**config.mk**
```make
export PLATFORM = sky130hd
export DESIGN_NAME = ppas_top
export DESIGN_NICKNAME = d
export VERILOG_FILES = /design/src/core/ppas_pkg.sv /design/src/core/ppas_top.sv
export SDC_FILE = /design/constraint.sdc
export NUM_CORES = 1
export LEC_CHECK = 0
export BUFFER_PORTS_ARGS = -buffer_cell sky130_fd_sc_hd__buf_4
export CAP_MARGIN = 10
export CORE_MARGIN = 4
export CORE_UTILIZATION = 50
export DETAILED_ROUTE_END_ITERATION = 10
export PLACE_DENSITY = 0.75
export SYNTH_ARGS = -nofsm -noshare
export SYNTH_HDL_FRONTEND = slang
export SYNTH_SLANG_ARGS = --single-unit
```
**constraint.sdc**
```tcl
create_clock -name CLOCK -period 2.37 [get_ports CLOCK]
set_clock_uncertainty 0.05 [all_clocks]
set_input_delay 0.711 -clock CLOCK [delete_from_list [all_inputs] [get_ports CLOCK]]
set_output_delay 0.711 -clock CLOCK [all_outputs]
set_load 0.005 [all_outputs]
```
**src/core/ppas_pkg.sv**
```systemverilog
// Constants, register map and carrier types of the parallel port address/status block
`default_nettype none
package ppas_pkg;
  localparam int PPAS_NBUF = 4;
  // Register byte offsets on the APB
  localparam logic [7:0] PPAS_OFF_DEST = 8'h00;
  localparam logic [7:0] PPAS_OFF_PEN = 8'h04;
  localparam logic [7:0] PPAS_OFF_STAT = 8'h08;
  localparam logic [7:0] PPAS_OFF_PAD = 8'h0C;
  localparam logic [7:0] PPAS_OFF_CTRL = 8'h10;
  localparam logic [7:0] PPAS_OFF_ISTAT = 8'h14;
  localparam logic [7:0] PPAS_OFF_IMASK = 8'h18;
  localparam logic [7:0] PPAS_OFF_INBUF = 8'h20;
  localparam logic [7:0] PPAS_OFF_OUTBUF = 8'h30;
  // Values after reset
  localparam logic [15:0] PPAS_RST_DEST = 16'h0000;
  localparam logic [15:0] PPAS_RST_PEN = 16'h0000;
  localparam logic [15:0] PPAS_RST_PAD = 16'h0000;
  localparam logic [3:0] PPAS_RST_IN_FULL = 4'h0;
  localparam logic [3:0] PPAS_RST_OUT_EMPTY = 4'hF;
  localparam logic [6:0] PPAS_RST_CTRL = 7'h00;
  localparam logic [2:0] PPAS_RST_IRQ = 3'h0;
  // Writable bit masks
  localparam logic [15:0] PPAS_PEN_MASK = 16'h47FF;
  localparam logic [15:0] PPAS_PAD_MASK = 16'h0001;
  // Field positions
  localparam int PPAS_CS1_BIT = 14;
  localparam int PPAS_TTL_BIT = 0;
  localparam int PPAS_IBF_BIT = 15;
  localparam int PPAS_INPUT_OVERFLOW_FLAG_BIT = 14;
  localparam int PPAS_IBXF_LSB = 8;
  localparam int PPAS_OBE_BIT = 7;
  localparam int PPAS_OUTPUT_UNDERFLOW_FLAG_BIT = 6;
  localparam int PPAS_OBXE_LSB = 0;
  localparam int PPAS_STEP_MSB = 10;
  localparam int PPAS_IRQ_REQ = 0;
  localparam int PPAS_IRQ_OVF = 1;
  localparam int PPAS_IRQ_UNF = 2;
  // Mode codes
  localparam logic [1:0] PPAS_IRQM_NONE = 2'h0;
  localparam logic [1:0] PPAS_IRQM_CYCLE = 2'h1;
  localparam logic [1:0] PPAS_IRQM_STALL = 2'h2;
  localparam logic [1:0] PPAS_IRQM_BUF3 = 2'h3;
  localparam logic [1:0] PPAS_STEP_NONE = 2'h0;
  localparam logic [1:0] PPAS_STEP_INC = 2'h1;
  localparam logic [1:0] PPAS_STEP_DEC = 2'h2;
  localparam logic [1:0] PPAS_STEP_ROTATE = 2'h3;
  localparam logic [1:0] PPAS_SLAVE_LEGACY = 2'h0;
  localparam logic [1:0] PPAS_SLAVE_ENHANCED = 2'h1;
  localparam logic [1:0] PPAS_LAST_SLOT = 2'h3;

  typedef struct packed {
    logic rd;
    logic wr;
    logic cs;
    logic [1:0] addr;
    logic [7:0] data;
  } ppas_host_pins_t;

  typedef struct packed {
    logic cs_is_select;
    logic [1:0] slave_mode;
    logic [1:0] step_mode;
    logic [1:0] irq_mode;
  } ppas_ctrl_t;
endpackage
`default_nettype wire

```
**src/core/ppas_top.sv**
```systemverilog
// Parallel port destination address, pin enables, slave buffer status and APB slave
//
// Local design decisions: the APB interface to the registers and the register addresses.
`default_nettype none
//////////////////////////////////////////////////////////////////////////////////////////
// Behaviour
// - Address register, bit 14 is chip select
// - Line 14 enable routes pin to port
// - Line 10..2 enables route address pins
// - Lines 1..0 enables route address/latch pins
// - Input full summary when all slots full
// - Sticky overflow on write to full slot
// - Slot full flags, cleared by software read
// - Output empty summary when all slots empty
// - Sticky underflow on read of empty slot
// - Slot empty flags, cleared by software write
// - Pad bit selects TTL or Schmitt receivers
// - Unimplemented bits ignore writes, read zero
// - Mode 11 interrupts on slot 3 access
// - Step address 10:0 per cycle, inc/dec
// - Enhanced slave uses address lines for slot
module ppas_top
  import ppas_pkg::*;
#(
  parameter int NBUF = PPAS_NBUF
) (
  input wire logic CLOCK,
  input wire logic RST,
  input wire logic PSEL,
  input wire logic PENABLE,
  input wire logic PWRITE,
  input wire logic [7:0] PADDR,
  input wire logic [31:0] PWDATA,
  output logic [31:0] PRDATA,
  output logic PREADY,
  output logic PSLVERR,
  input wire logic HOST_RD,
  input wire logic HOST_WR,
  input wire logic HOST_CS,
  input wire logic [1:0] HOST_ADDR,
  input wire logic [7:0] HOST_DIN,
  output logic [7:0] HOST_DOUT,
  output logic HOST_DOE_N,
  input wire logic MASTER_CYCLE_DONE,
  output logic [15:0] ADDR_PIN_OUT,
  output logic [15:0] PIN_FUNC_SEL,
  output logic CHIP_SELECT,
  output logic INPUT_TTL_SEL,
  output logic IRQ
);

  if (NBUF != 4) begin : g_bad_nbuf
    $error("ppas_top: slot index is two address lines, NBUF must be 4");
  end

  //////////////////////////////////////////////////////////////////////////////////////////
  // Host pin synchronisers
  ppas_host_pins_t raw_pins;
  ppas_host_pins_t sync1_ff, sync2_ff, prev_ff;
  logic host_wr_end, host_rd_start;

  always_comb begin
    raw_pins.rd = HOST_RD;
    raw_pins.wr = HOST_WR;
    raw_pins.cs = HOST_CS;
    raw_pins.addr = HOST_ADDR;
    raw_pins.data = HOST_DIN;
  end

  always_ff @(posedge CLOCK) begin
    if (RST) begin
      sync1_ff <= '0;
      sync2_ff <= '0;
      prev_ff <= '0;
    end else begin
      sync1_ff <= raw_pins;
      sync2_ff <= sync1_ff;
      prev_ff <= sync2_ff;
    end
  end

  // A write is taken as the strobe falls, so the data has settled for the whole strobe
  assign host_wr_end = prev_ff.wr & ~sync2_ff.wr & prev_ff.cs;
  assign host_rd_start = sync2_ff.rd & ~prev_ff.rd & sync2_ff.cs;

  //////////////////////////////////////////////////////////////////////////////////////////
  // APB slave: one wait state so that read data leaves a flip-flop
  logic pready_ff, nxt_pready;
  logic pslverr_ff, nxt_pslverr;
  logic [31:0] prdata_ff, nxt_prdata;
  logic apb_done, sw_wr, sw_rd;
  logic [31:0] rd_value;
  logic rd_unmapped;
  logic in_buf_hit, out_buf_hit;
  logic [1:0] buf_sel;

  // Register state
  logic [15:0] dest_ff, nxt_dest;
  logic [15:0] pen_ff, nxt_pen;
  logic [15:0] pad_ff, nxt_pad;
  ppas_ctrl_t ctrl_ff, nxt_ctrl;
  logic [2:0] irq_stat_ff, nxt_irq_stat;
  logic [2:0] irq_mask_ff, nxt_irq_mask;
  logic ovf_ff, nxt_ovf;
  logic unf_ff, nxt_unf;
  logic [NBUF-1:0] in_full_ff, nxt_in_full;
  logic [NBUF-1:0] out_empty_ff, nxt_out_empty;
  logic [NBUF-1:0][7:0] in_buf_ff, nxt_in_buf;
  logic [NBUF-1:0][7:0] out_buf_ff, nxt_out_buf;
  logic [1:0] in_ptr_ff, nxt_in_ptr;
  logic [1:0] out_ptr_ff, nxt_out_ptr;
  logic [7:0] dout_ff, nxt_dout;
  logic doe_n_ff, nxt_doe_n;
  logic chip_sel_ff, nxt_chip_sel;
  logic irq_ff, nxt_irq;
  logic [15:0] status_word;

  assign apb_done = PSEL & PENABLE & pready_ff;
  assign sw_wr = apb_done & PWRITE;
  assign sw_rd = apb_done & ~PWRITE;
  assign in_buf_hit = (PADDR[7:4] == PPAS_OFF_INBUF[7:4]) && (PADDR[1:0] == 2'h0);
  assign out_buf_hit = (PADDR[7:4] == PPAS_OFF_OUTBUF[7:4]) && (PADDR[1:0] == 2'h0);
  assign buf_sel = PADDR[3:2];

  // Summaries are live combinations, never a stored copy that could lag
  always_comb begin
    status_word = 16'h0000;
    status_word[PPAS_IBF_BIT] = &in_full_ff;
    status_word[PPAS_INPUT_OVERFLOW_FLAG_BIT] = ovf_ff;
    status_word[PPAS_IBXF_LSB +: 4] = in_full_ff;
    status_word[PPAS_OBE_BIT] = &out_empty_ff;
    status_word[PPAS_OUTPUT_UNDERFLOW_FLAG_BIT] = unf_ff;
    status_word[PPAS_OBXE_LSB +: 4] = out_empty_ff;
  end

  always_comb begin
    rd_value = 32'h0000_0000;
    rd_unmapped = 1'b0;
    if (PADDR == PPAS_OFF_DEST) begin
      rd_value[15:0] = dest_ff;
    end else if (PADDR == PPAS_OFF_PEN) begin
      rd_value[15:0] = pen_ff & PPAS_PEN_MASK;
    end else if (PADDR == PPAS_OFF_STAT) begin
      rd_value[15:0] = status_word;
    end else if (PADDR == PPAS_OFF_PAD) begin
      rd_value[15:0] = pad_ff & PPAS_PAD_MASK;
    end else if (PADDR == PPAS_OFF_CTRL) begin
      rd_value[6:0] = ctrl_ff;
    end else if (PADDR == PPAS_OFF_ISTAT) begin
      rd_value[2:0] = irq_stat_ff;
    end else if (PADDR == PPAS_OFF_IMASK) begin
      rd_value[2:0] = irq_mask_ff;
    end else if (in_buf_hit) begin
      rd_value[7:0] = in_buf_ff[buf_sel];
    end else if (out_buf_hit) begin
      rd_value[7:0] = out_buf_ff[buf_sel];
    end else begin
      rd_unmapped = 1'b1;
    end
  end

  always_comb begin
    nxt_pready = PSEL & PENABLE & ~pready_ff;
    nxt_pslverr = 1'b0;
    nxt_prdata = prdata_ff;
    if (PSEL & PENABLE & ~pready_ff) begin
      nxt_pslverr = rd_unmapped;
      nxt_prdata = PWRITE ? 32'h0000_0000 : rd_value;
    end
  end

  always_ff @(posedge CLOCK) begin
    if (RST) begin
      pready_ff <= 1'b0;
      pslverr_ff <= 1'b0;
      prdata_ff <= 32'h0000_0000;
    end else begin
      pready_ff <= nxt_pready;
      pslverr_ff <= nxt_pslverr;
      prdata_ff <= nxt_prdata;
    end
  end

  //////////////////////////////////////////////////////////////////////////////////////////
  // Registers, slave buffers and interrupt status
  logic [1:0] host_in_idx, host_out_idx;
  logic host_rd_ok, host_evt, buf3_evt;
  logic ovf_evt, unf_evt;
  logic [2:0] irq_evt;
  logic rotate;

  always_comb begin
    nxt_dest = dest_ff;
    nxt_pen = pen_ff;
    nxt_pad = pad_ff;
    nxt_ctrl = ctrl_ff;
    nxt_irq_mask = irq_mask_ff;
    nxt_irq_stat = irq_stat_ff;
    nxt_ovf = ovf_ff;
    nxt_unf = unf_ff;
    nxt_in_full = in_full_ff;
    nxt_out_empty = out_empty_ff;
    nxt_in_buf = in_buf_ff;
    nxt_out_buf = out_buf_ff;
    nxt_in_ptr = in_ptr_ff;
    nxt_out_ptr = out_ptr_ff;
    nxt_dout = dout_ff;
    nxt_doe_n = ~(sync2_ff.rd & sync2_ff.cs);
    ovf_evt = 1'b0;
    unf_evt = 1'b0;
    host_rd_ok = 1'b0;
    rotate = (ctrl_ff.step_mode == PPAS_STEP_ROTATE) &&
             (ctrl_ff.slave_mode == PPAS_SLAVE_LEGACY);
    // Enhanced mode picks the slot by address lines, otherwise the rotating pointer
    host_in_idx = (ctrl_ff.slave_mode == PPAS_SLAVE_ENHANCED) ? prev_ff.addr : in_ptr_ff;
    host_out_idx = (ctrl_ff.slave_mode == PPAS_SLAVE_ENHANCED) ? sync2_ff.addr
                                                                : out_ptr_ff;

    // Software writes; masks keep unimplemented bits at zero
    if (sw_wr) begin
      if (PADDR == PPAS_OFF_DEST) begin
        nxt_dest = PWDATA[15:0];
      end else if (PADDR == PPAS_OFF_PEN) begin
        nxt_pen = PWDATA[15:0] & PPAS_PEN_MASK;
      end else if (PADDR == PPAS_OFF_STAT) begin
        nxt_ovf = PWDATA[PPAS_INPUT_OVERFLOW_FLAG_BIT];
        nxt_unf = PWDATA[PPAS_OUTPUT_UNDERFLOW_FLAG_BIT];
      end else if (PADDR == PPAS_OFF_PAD) begin
        nxt_pad = PWDATA[15:0] & PPAS_PAD_MASK;
      end else if (PADDR == PPAS_OFF_CTRL) begin
        nxt_ctrl = PWDATA[6:0];
      end else if (PADDR == PPAS_OFF_IMASK) begin
        nxt_irq_mask = PWDATA[2:0];
      end
    end

    // Address stepping; a software write in the same cycle takes priority
    if (MASTER_CYCLE_DONE && !(sw_wr && PADDR == PPAS_OFF_DEST)) begin
      if (ctrl_ff.step_mode == PPAS_STEP_INC) begin
        nxt_dest[PPAS_STEP_MSB:0] = dest_ff[PPAS_STEP_MSB:0] + 11'h001;
      end else if (ctrl_ff.step_mode == PPAS_STEP_DEC) begin
        nxt_dest[PPAS_STEP_MSB:0] = dest_ff[PPAS_STEP_MSB:0] - 11'h001;
      end
    end

    // Software drains input slots and fills output slots
    if (sw_rd && in_buf_hit) begin
      nxt_in_full[buf_sel] = 1'b0;
    end

    // Host write into an input slot; a full slot keeps its data
    if (host_wr_end) begin
      if (in_full_ff[host_in_idx]) begin
        ovf_evt = 1'b1;
      end else begin
        nxt_in_buf[host_in_idx] = prev_ff.data;
        nxt_in_full[host_in_idx] = 1'b1;
      end
      if (rotate) begin
        nxt_in_ptr = in_ptr_ff + 2'h1;
      end
    end

    // Host read of an output slot
    if (host_rd_start) begin
      if (out_empty_ff[host_out_idx]) begin
        unf_evt = 1'b1;
      end else begin
        host_rd_ok = 1'b1;
        nxt_dout = out_buf_ff[host_out_idx];
        nxt_out_empty[host_out_idx] = 1'b1;
      end
      if (rotate) begin
        nxt_out_ptr = out_ptr_ff + 2'h1;
      end
    end

    // A software fill after a same-cycle host read leaves the new data pending
    if (sw_wr && out_buf_hit) begin
      nxt_out_buf[buf_sel] = PWDATA[7:0];
      nxt_out_empty[buf_sel] = 1'b0;
    end

    // Hardware set wins over a software clear in the same cycle
    if (ovf_evt) begin
      nxt_ovf = 1'b1;
    end
    if (unf_evt) begin
      nxt_unf = 1'b1;
    end

    host_evt = host_wr_end | host_rd_start;
    buf3_evt = (host_wr_end && host_in_idx == PPAS_LAST_SLOT) ||
               (host_rd_start && host_out_idx == PPAS_LAST_SLOT);
    irq_evt = 3'h0;
    irq_evt[PPAS_IRQ_OVF] = ovf_evt;
    irq_evt[PPAS_IRQ_UNF] = unf_evt;
    if (ctrl_ff.irq_mode == PPAS_IRQM_CYCLE) begin
      irq_evt[PPAS_IRQ_REQ] = host_evt | MASTER_CYCLE_DONE;
    end else if (ctrl_ff.irq_mode == PPAS_IRQM_BUF3) begin
      irq_evt[PPAS_IRQ_REQ] = buf3_evt;
    end

    // Read clears only what was shown to software, so a new event is not lost
    if (sw_rd && PADDR == PPAS_OFF_ISTAT) begin
      nxt_irq_stat = irq_stat_ff & ~prdata_ff[2:0];
    end
    nxt_irq_stat = nxt_irq_stat | irq_evt;
    nxt_irq = |(nxt_irq_stat & nxt_irq_mask);
    nxt_chip_sel = nxt_dest[PPAS_CS1_BIT] & nxt_ctrl.cs_is_select & nxt_pen[PPAS_CS1_BIT];
  end

  always_ff @(posedge CLOCK) begin
    if (RST) begin
      dest_ff <= PPAS_RST_DEST;
      pen_ff <= PPAS_RST_PEN;
      pad_ff <= PPAS_RST_PAD;
      ctrl_ff <= PPAS_RST_CTRL;
      irq_stat_ff <= PPAS_RST_IRQ;
      irq_mask_ff <= PPAS_RST_IRQ;
      ovf_ff <= 1'b0;
      unf_ff <= 1'b0;
      in_full_ff <= PPAS_RST_IN_FULL;
      out_empty_ff <= PPAS_RST_OUT_EMPTY;
      in_buf_ff <= '0;
      out_buf_ff <= '0;
      in_ptr_ff <= 2'h0;
      out_ptr_ff <= 2'h0;
      dout_ff <= 8'h00;
      doe_n_ff <= 1'b1;
      chip_sel_ff <= 1'b0;
      irq_ff <= 1'b0;
    end else begin
      dest_ff <= nxt_dest;
      pen_ff <= nxt_pen;
      pad_ff <= nxt_pad;
      ctrl_ff <= nxt_ctrl;
      irq_stat_ff <= nxt_irq_stat;
      irq_mask_ff <= nxt_irq_mask;
      ovf_ff <= nxt_ovf;
      unf_ff <= nxt_unf;
      in_full_ff <= nxt_in_full;
      out_empty_ff <= nxt_out_empty;
      in_buf_ff <= nxt_in_buf;
      out_buf_ff <= nxt_out_buf;
      in_ptr_ff <= nxt_in_ptr;
      out_ptr_ff <= nxt_out_ptr;
      dout_ff <= nxt_dout;
      doe_n_ff <= nxt_doe_n;
      chip_sel_ff <= nxt_chip_sel;
      irq_ff <= nxt_irq;
    end
  end

  //////////////////////////////////////////////////////////////////////////////////////////
  // Outputs, all straight from flip-flops
  assign PRDATA = prdata_ff;
  assign PREADY = pready_ff;
  assign PSLVERR = pslverr_ff;
  assign HOST_DOUT = dout_ff;
  assign HOST_DOE_N = doe_n_ff;
  assign ADDR_PIN_OUT = dest_ff;
  assign PIN_FUNC_SEL = pen_ff;
  assign CHIP_SELECT = chip_sel_ff;
  assign INPUT_TTL_SEL = pad_ff[PPAS_TTL_BIT];
  assign IRQ = irq_ff;

endmodule
`default_nettype wire

```
Word level (Yosys, flattened, before mapping). Cells that the tools add are included.

Div/mod/pow operators: 0. Add/sub/neg operators: 4. Order comparisons: 6. Muxes and demuxes: 82. Eq/ne operators: 20. $mul: 0. Shift-type cells: 0. Reduce and logical (&&, ||, !) cells: 36. Bitwise operators: 35.

Operators by type and width (number): 2-to-1 mux 15 bit (5); bitwise mux 32 bit (2); 2-to-1 mux 16 bit (4); 2-to-1 mux 8 bit (8); 2-to-1 mux 7 bit (7); binary-select mux 8 bit (select 2 bit) (3); 2-to-1 mux 11 bit (3); demux 8 bit (select 2 bit) (2); 2-to-1 mux 3 bit (10); equality test 8 x 5 -> 1 bit (second input constant) (3); 2-to-1 mux 4 bit (6); 2-to-1 mux 1 bit (23); equality test 8 x 4 -> 1 bit (second input constant) (2); AND reduction 4 bit (4); logical AND 1 bit (13); AND 1 bit (12); inverter 1 bit (12); adder 11 x 1 -> 11 bit (second input constant) (1); subtractor 11 x 1 -> 11 bit (second input constant) (1); equality test 2 bit (second input constant) (5); 2-to-1 mux 5 bit (2); AND reduction 2 bit (5); OR reduction 10 bit (1); less-than comparator 2 x 3 -> 1 bit (second input constant) (3); 25 further kinds (46).

Bits in read-only memories: 0. Bits of input ports: 59. Memories kept: 0. Latch bits: 0. Memory bits (writable): 0. Logic and storage cells: 230. Output and inout bits: 78. Register bits: 204.

Longest topological paths before layout.
Word-level depth: 12. Mapped depth: 9. Mapped depth without buffers: 8.

Worst setup path after synthesis. Ideal clock, no wire load.

Path type: in2reg. Start: in PADDR[1]. End: reg irq_ff (netlist: IRQ). Data required time: 2.185 ns. Library setup time: 0.135 ns. Setup slack: 0.030 ns. Arrival: 2.155 ns. Path buffers: 0. Stages: 6. Cells stage by stage: or4_4 > nor4_1 > a21boi_0 > a211o_1 > nand2_1 > o311ai_1.

Cells in the longest elaborated chain, start to end: 10. Elaborated cells between the ends (all ways): 19. Those cells by class: eq/ne: 6; mux: 8; bitwise: 2; reduce/logical: 3.

Ends and longest elaborated chain: start, declared (line ppas_top.sv:32) `input wire logic [7:0] PADDR,`; equality test 8 x 5 -> 1 bit (line ppas_top.sv:232) `end else if (PADDR == PPAS_OFF_IMASK) begin`; 2-to-1 mux 3 bit (line ppas_top.sv:232); 2-to-1 mux 3 bit (line ppas_top.sv:230) `end else if (PADDR == PPAS_OFF_CTRL) begin`; 2-to-1 mux 3 bit (line ppas_top.sv:228) `end else if (PADDR == PPAS_OFF_PAD) begin`; 2-to-1 mux 3 bit (line ppas_top.sv:225) `end else if (PADDR == PPAS_OFF_STAT) begin`; 2-to-1 mux 3 bit (line ppas_top.sv:223) `end else if (PADDR == PPAS_OFF_PEN) begin`; 2-to-1 mux 3 bit (line ppas_top.sv:221) `if (PADDR == PPAS_OFF_DEST) begin`; 2-to-1 mux 3 bit (line ppas_top.sv:220) `if (sw_wr) begin`; AND 3 bit (*) (line ppas_top.sv:309) `nxt_irq = |(nxt_irq_stat & nxt_irq_mask);`; OR reduction 3 bit (*) (line ppas_top.sv:309); end signal, assigned (line ppas_top.sv:351) `irq_ff <= nxt_irq;`; end, declared (line ppas_top.sv:115) `logic irq_ff, nxt_irq;`.

Mark *: on every way between the ends. The rest lies on a longest branch, timed or not. A chain may end at the register's enable or synchronous reset.

Final worst setup path.
Start: reg ctrl_ff[5] (netlist bit). End: reg dout_ff[6] (netlist: HOST_DOUT[6]).

Cells in the longest elaborated chain, start to end: 6. Elaborated cells between the ends (all ways): 8. Those cells by class: eq/ne: 1; mux: 5; bitwise: 1; reduce/logical: 1.

Ends and longest elaborated chain: start, declared (line ppas_top.sv:101) `ppas_ctrl_t ctrl_ff, nxt_ctrl;`; start signal, assigned (line ppas_top.sv:337) `ctrl_ff <= nxt_ctrl;`; equality test 2 x 1 -> 1 bit (*) (line ppas_top.sv:216) `host_out_idx = (ctrl_ff.slave_mode == PPAS_SLAVE_ENHANCED) ? sync2_ff.addr`; 2-to-1 mux 2 bit (*) (line ppas_top.sv:216); binary-select mux 1 bit (select 2 bit) (line ppas_top.sv:266) `if (out_empty_ff[host_out_idx]) begin`; 2-to-1 mux 1 bit (not written as such) (line ppas_top.sv:266); inverter 1 bit (no line); AND reduction 2 bit (no line); end signal, assigned (line ppas_top.sv:348) `dout_ff <= nxt_dout;`; end, declared (line ppas_top.sv:112) `logic [7:0] dout_ff, nxt_dout;`.

Mark *: on every way between the ends. The rest lies on a longest branch, timed or not. The select of a mux whose other input is x is not followed.

==> metrics.txt <==
Final Slew Violations 0; required time of the critical path 2.63 ns; starting utilization of the core area 51.6%; setup_tns 0 ns; DR WL met2 10800 um; grt ovf 0; ys async rst share 0%; maximum clock rate 452 MHz; top sig layer met4; Pwr Density 606 nW/um^2; Worst slew margin 57.0%; minimum clock period 2.21 ns; M1 wire length 9630 um; WL met3 2090 um; initial antenna violation count 0; vias in the first global route 6984; post-placement cell area 9910 um^2; Setup WS post-layout 0.156 ns; capturing point of the worst reg2reg path HOST_DOUT[6]; P&R area growth vs syn 21.4%; worst reg2reg path startpoint ctrl_ff[5]; most frequent cells in the layout dfxtp_1 (188), buf_4 (163), nor2_1 (124), mux2i_1 (101), nand2_1 (90); dpl hpwl 16600 um; Pleak 4.23 nW; via count 7301; FF+latch count, synth 188; DRC 0; CP Capture Type flop; DIE AREA 19500 um^2; post-synthesis cell count 933; fill cell count 1427; final period utilization 93.4%; largest net degree at the start of global routing 97; Arr. time, crit path 2.47 ns; Via density 5.66; r2r worst-path depth 6; Hold-fix buffers, CTS 0; Post-CTS Setup Bufs 0; TritonCTS buffer count 17; fin area 10500 um^2; maximum vdd drop 0.575 mV; RSZ-0062 raised after global routing false; Port-buffer cells 100; slew at the pin closest to its max-slew limit 0.638 ns; GRT Util Overall 23.6%; Register Area 3760 um^2; TritonRoute pass-1 iters 5; DR iter-0 viols 597; GP Congestion 0.909; die span in x 139 um; Mapped Area 8640 um^2; Post-Place Setup Slack -0.205 ns; Routed Antenna Nets 0; num rows 47; Ports 137; Worst setup SP type flop; Routed Wire Length 23200 um; post-layout util 62.6%; Worst R2R Setup Slack 0.16 ns; CP Launch Point ctrl_ff[5]; crit path kind reg2reg; Synth cell types 68; Hold Path Class reg2reg; outcome finished clean; CTS Root Cell clkbuf_16; Resized cells post-CTS 0; CTS tree done; Die Ht 139 um; number of synthesized flops with an enable pin 0; Syn Area/Cell 9.26 um^2; drt wl/cell 18.0 um; final hold violation count 0; crit-path max FO 8; clock transition at the registers of the reported paths 0.07 ns; Final setup viols 0; diode count 0; CTS H-Tree Depth 4; Clock Path Buffers 2; top_reg_cell synth dfxtp_1; first-pass GRT wire length 36800 um; core area 16800 um^2; Final Net Count 1117; most common cell after layout, fill and taps aside dfxtp_1; layout cells sized above 1 22.6%; Max-cap violations 0; footprint of the multi-input gates 4460 um^2; worst-skew pair later-pin latency 0.44 ns; register area share after synthesis 43.6%; CP Capture Point HOST_DOUT[6]; Synthesis Warnings 0; clock sink count 188
[how the worst min path moves through the flow]
stage,from,to,slack (ns),depth (start not counted)
after floorplan,sync2_ff[12],HOST_DOE_N,0.33,1
after global placement,sync2_ff[12],HOST_DOE_N,0.35,1
after detailed placement,sync2_ff[12],HOST_DOE_N,0.35,1
after CTS,sync2_ff[12],HOST_DOE_N,0.37,1
after global routing,sync2_ff[12],HOST_DOE_N,0.40,1
final,sync2_ff[12],HOST_DOE_N,0.38,1
[cells in the mapped netlist (all sizes together), types with 6 or more instances]
cell type / n / area, um^2
buf: 35 / 236
inv: 16 / 60.1
xnor2: 8 / 70.1
nor4: 9 / 86.3
mux2i: 102 / 1030
nor2: 129 / 531
nand2: 90 / 338
xor2: 7 / 61.3
o211ai: 8 / 60.1
clkbuf: 49 / 185
nor3: 13 / 65.1
a21oi: 56 / 284
nor2b: 46 / 295
nand3: 33 / 170
mux4: 25 / 563
o22ai: 9 / 56.3
a211oi: 6 / 45.0
a22oi: 7 / 57.6
o21ai: 23 / 115
dfxtp: 188 / 3760
nand2b: 6 / 37.5
[final cells by class]
class                           count  area share (%)
Clock inverter                     15            1.49
Tap cell                          220            2.62
Multi-Input combinational cell    663            42.5
Inverter                           17           0.608
Sequential cell                   188            35.9
Timing Repair Buffer              169            12.8
Clock buffer                       17            4.05
[power by group]
group	internal (mW)	leakage (nW)	total, mW	switching, mW
Clock	1.49	0.279	2.82	1.33
Sequential	3.19	1.52	3.20	0.0129
Combinational	0.138	2.43	0.347	0.210
[state kept, by name, summed over array words and instances, names as in the netlist, 2 cells and up]
register / cells
irq_mask_ff: 3
sync1_ff: 13
in_full_ff: 4
out_empty_ff: 4
ctrl_ff: 7
HOST_DOUT: 8
PIN_FUNC_SEL: 12
in_ptr_ff: 2
PRDATA: 16
ADDR_PIN_OUT: 16
irq_stat_ff: 3
in_buf_ff: 32
sync2_ff: 13
out_ptr_ff: 2
out_buf_ff: 32
prev_ff: 13
[metrics by stage]
| stage | hold WS (ns) | total power [mW] | std cells |
|---|---|---|---|
| 2_1_floorplan | 0.325 | 3.48 | 952 |
| 3_3_place_gp | 0.353 | 3.61 | 1257 |
| 3_5_place_dp | 0.348 | 3.61 | 1257 |
| 4_1_cts | 0.371 | 6.41 | 1289 |
| 5_1_grt | 0.403 | 6.56 | 1289 |
| 6_report | 0.376 | 6.36 | 1289 |
[worst max-delay path, stage by stage, from the launching register on]
cell	delay (ns)
dfxtp_1	0.36
nor2b_4	0.19
mux2i_4	0.30
mux4_2	0.65
nor2_8	0.24
mux2i_1	0.23
nor2_1	0.06
[cell families after synthesis]
group / after synthesis / share of synthesized area, %
AOI/OAI and AO/OA: 145 / 10.6
xor gates and xnor gates: 15 / 1.52
adders and majority gates: 2 / 0.290
buffers and inverters: 101 / 5.62
DFF: 188 / 43.6
muxes: 128 / 18.6
other: 1 / 0.0434
and+or+nand+nor: 353 / 19.8
[routing by layer]
layer | track usage [%] | vias to the layer above
met1 | 31.2 | 3453
li1 | - | 3473
met5 | 0 | -
met3 | 5.56 | 52
met2 | 37.7 | 323
met4 | 8.81 | 0
No activity file was read; power rests on OpenSTA's default activity.
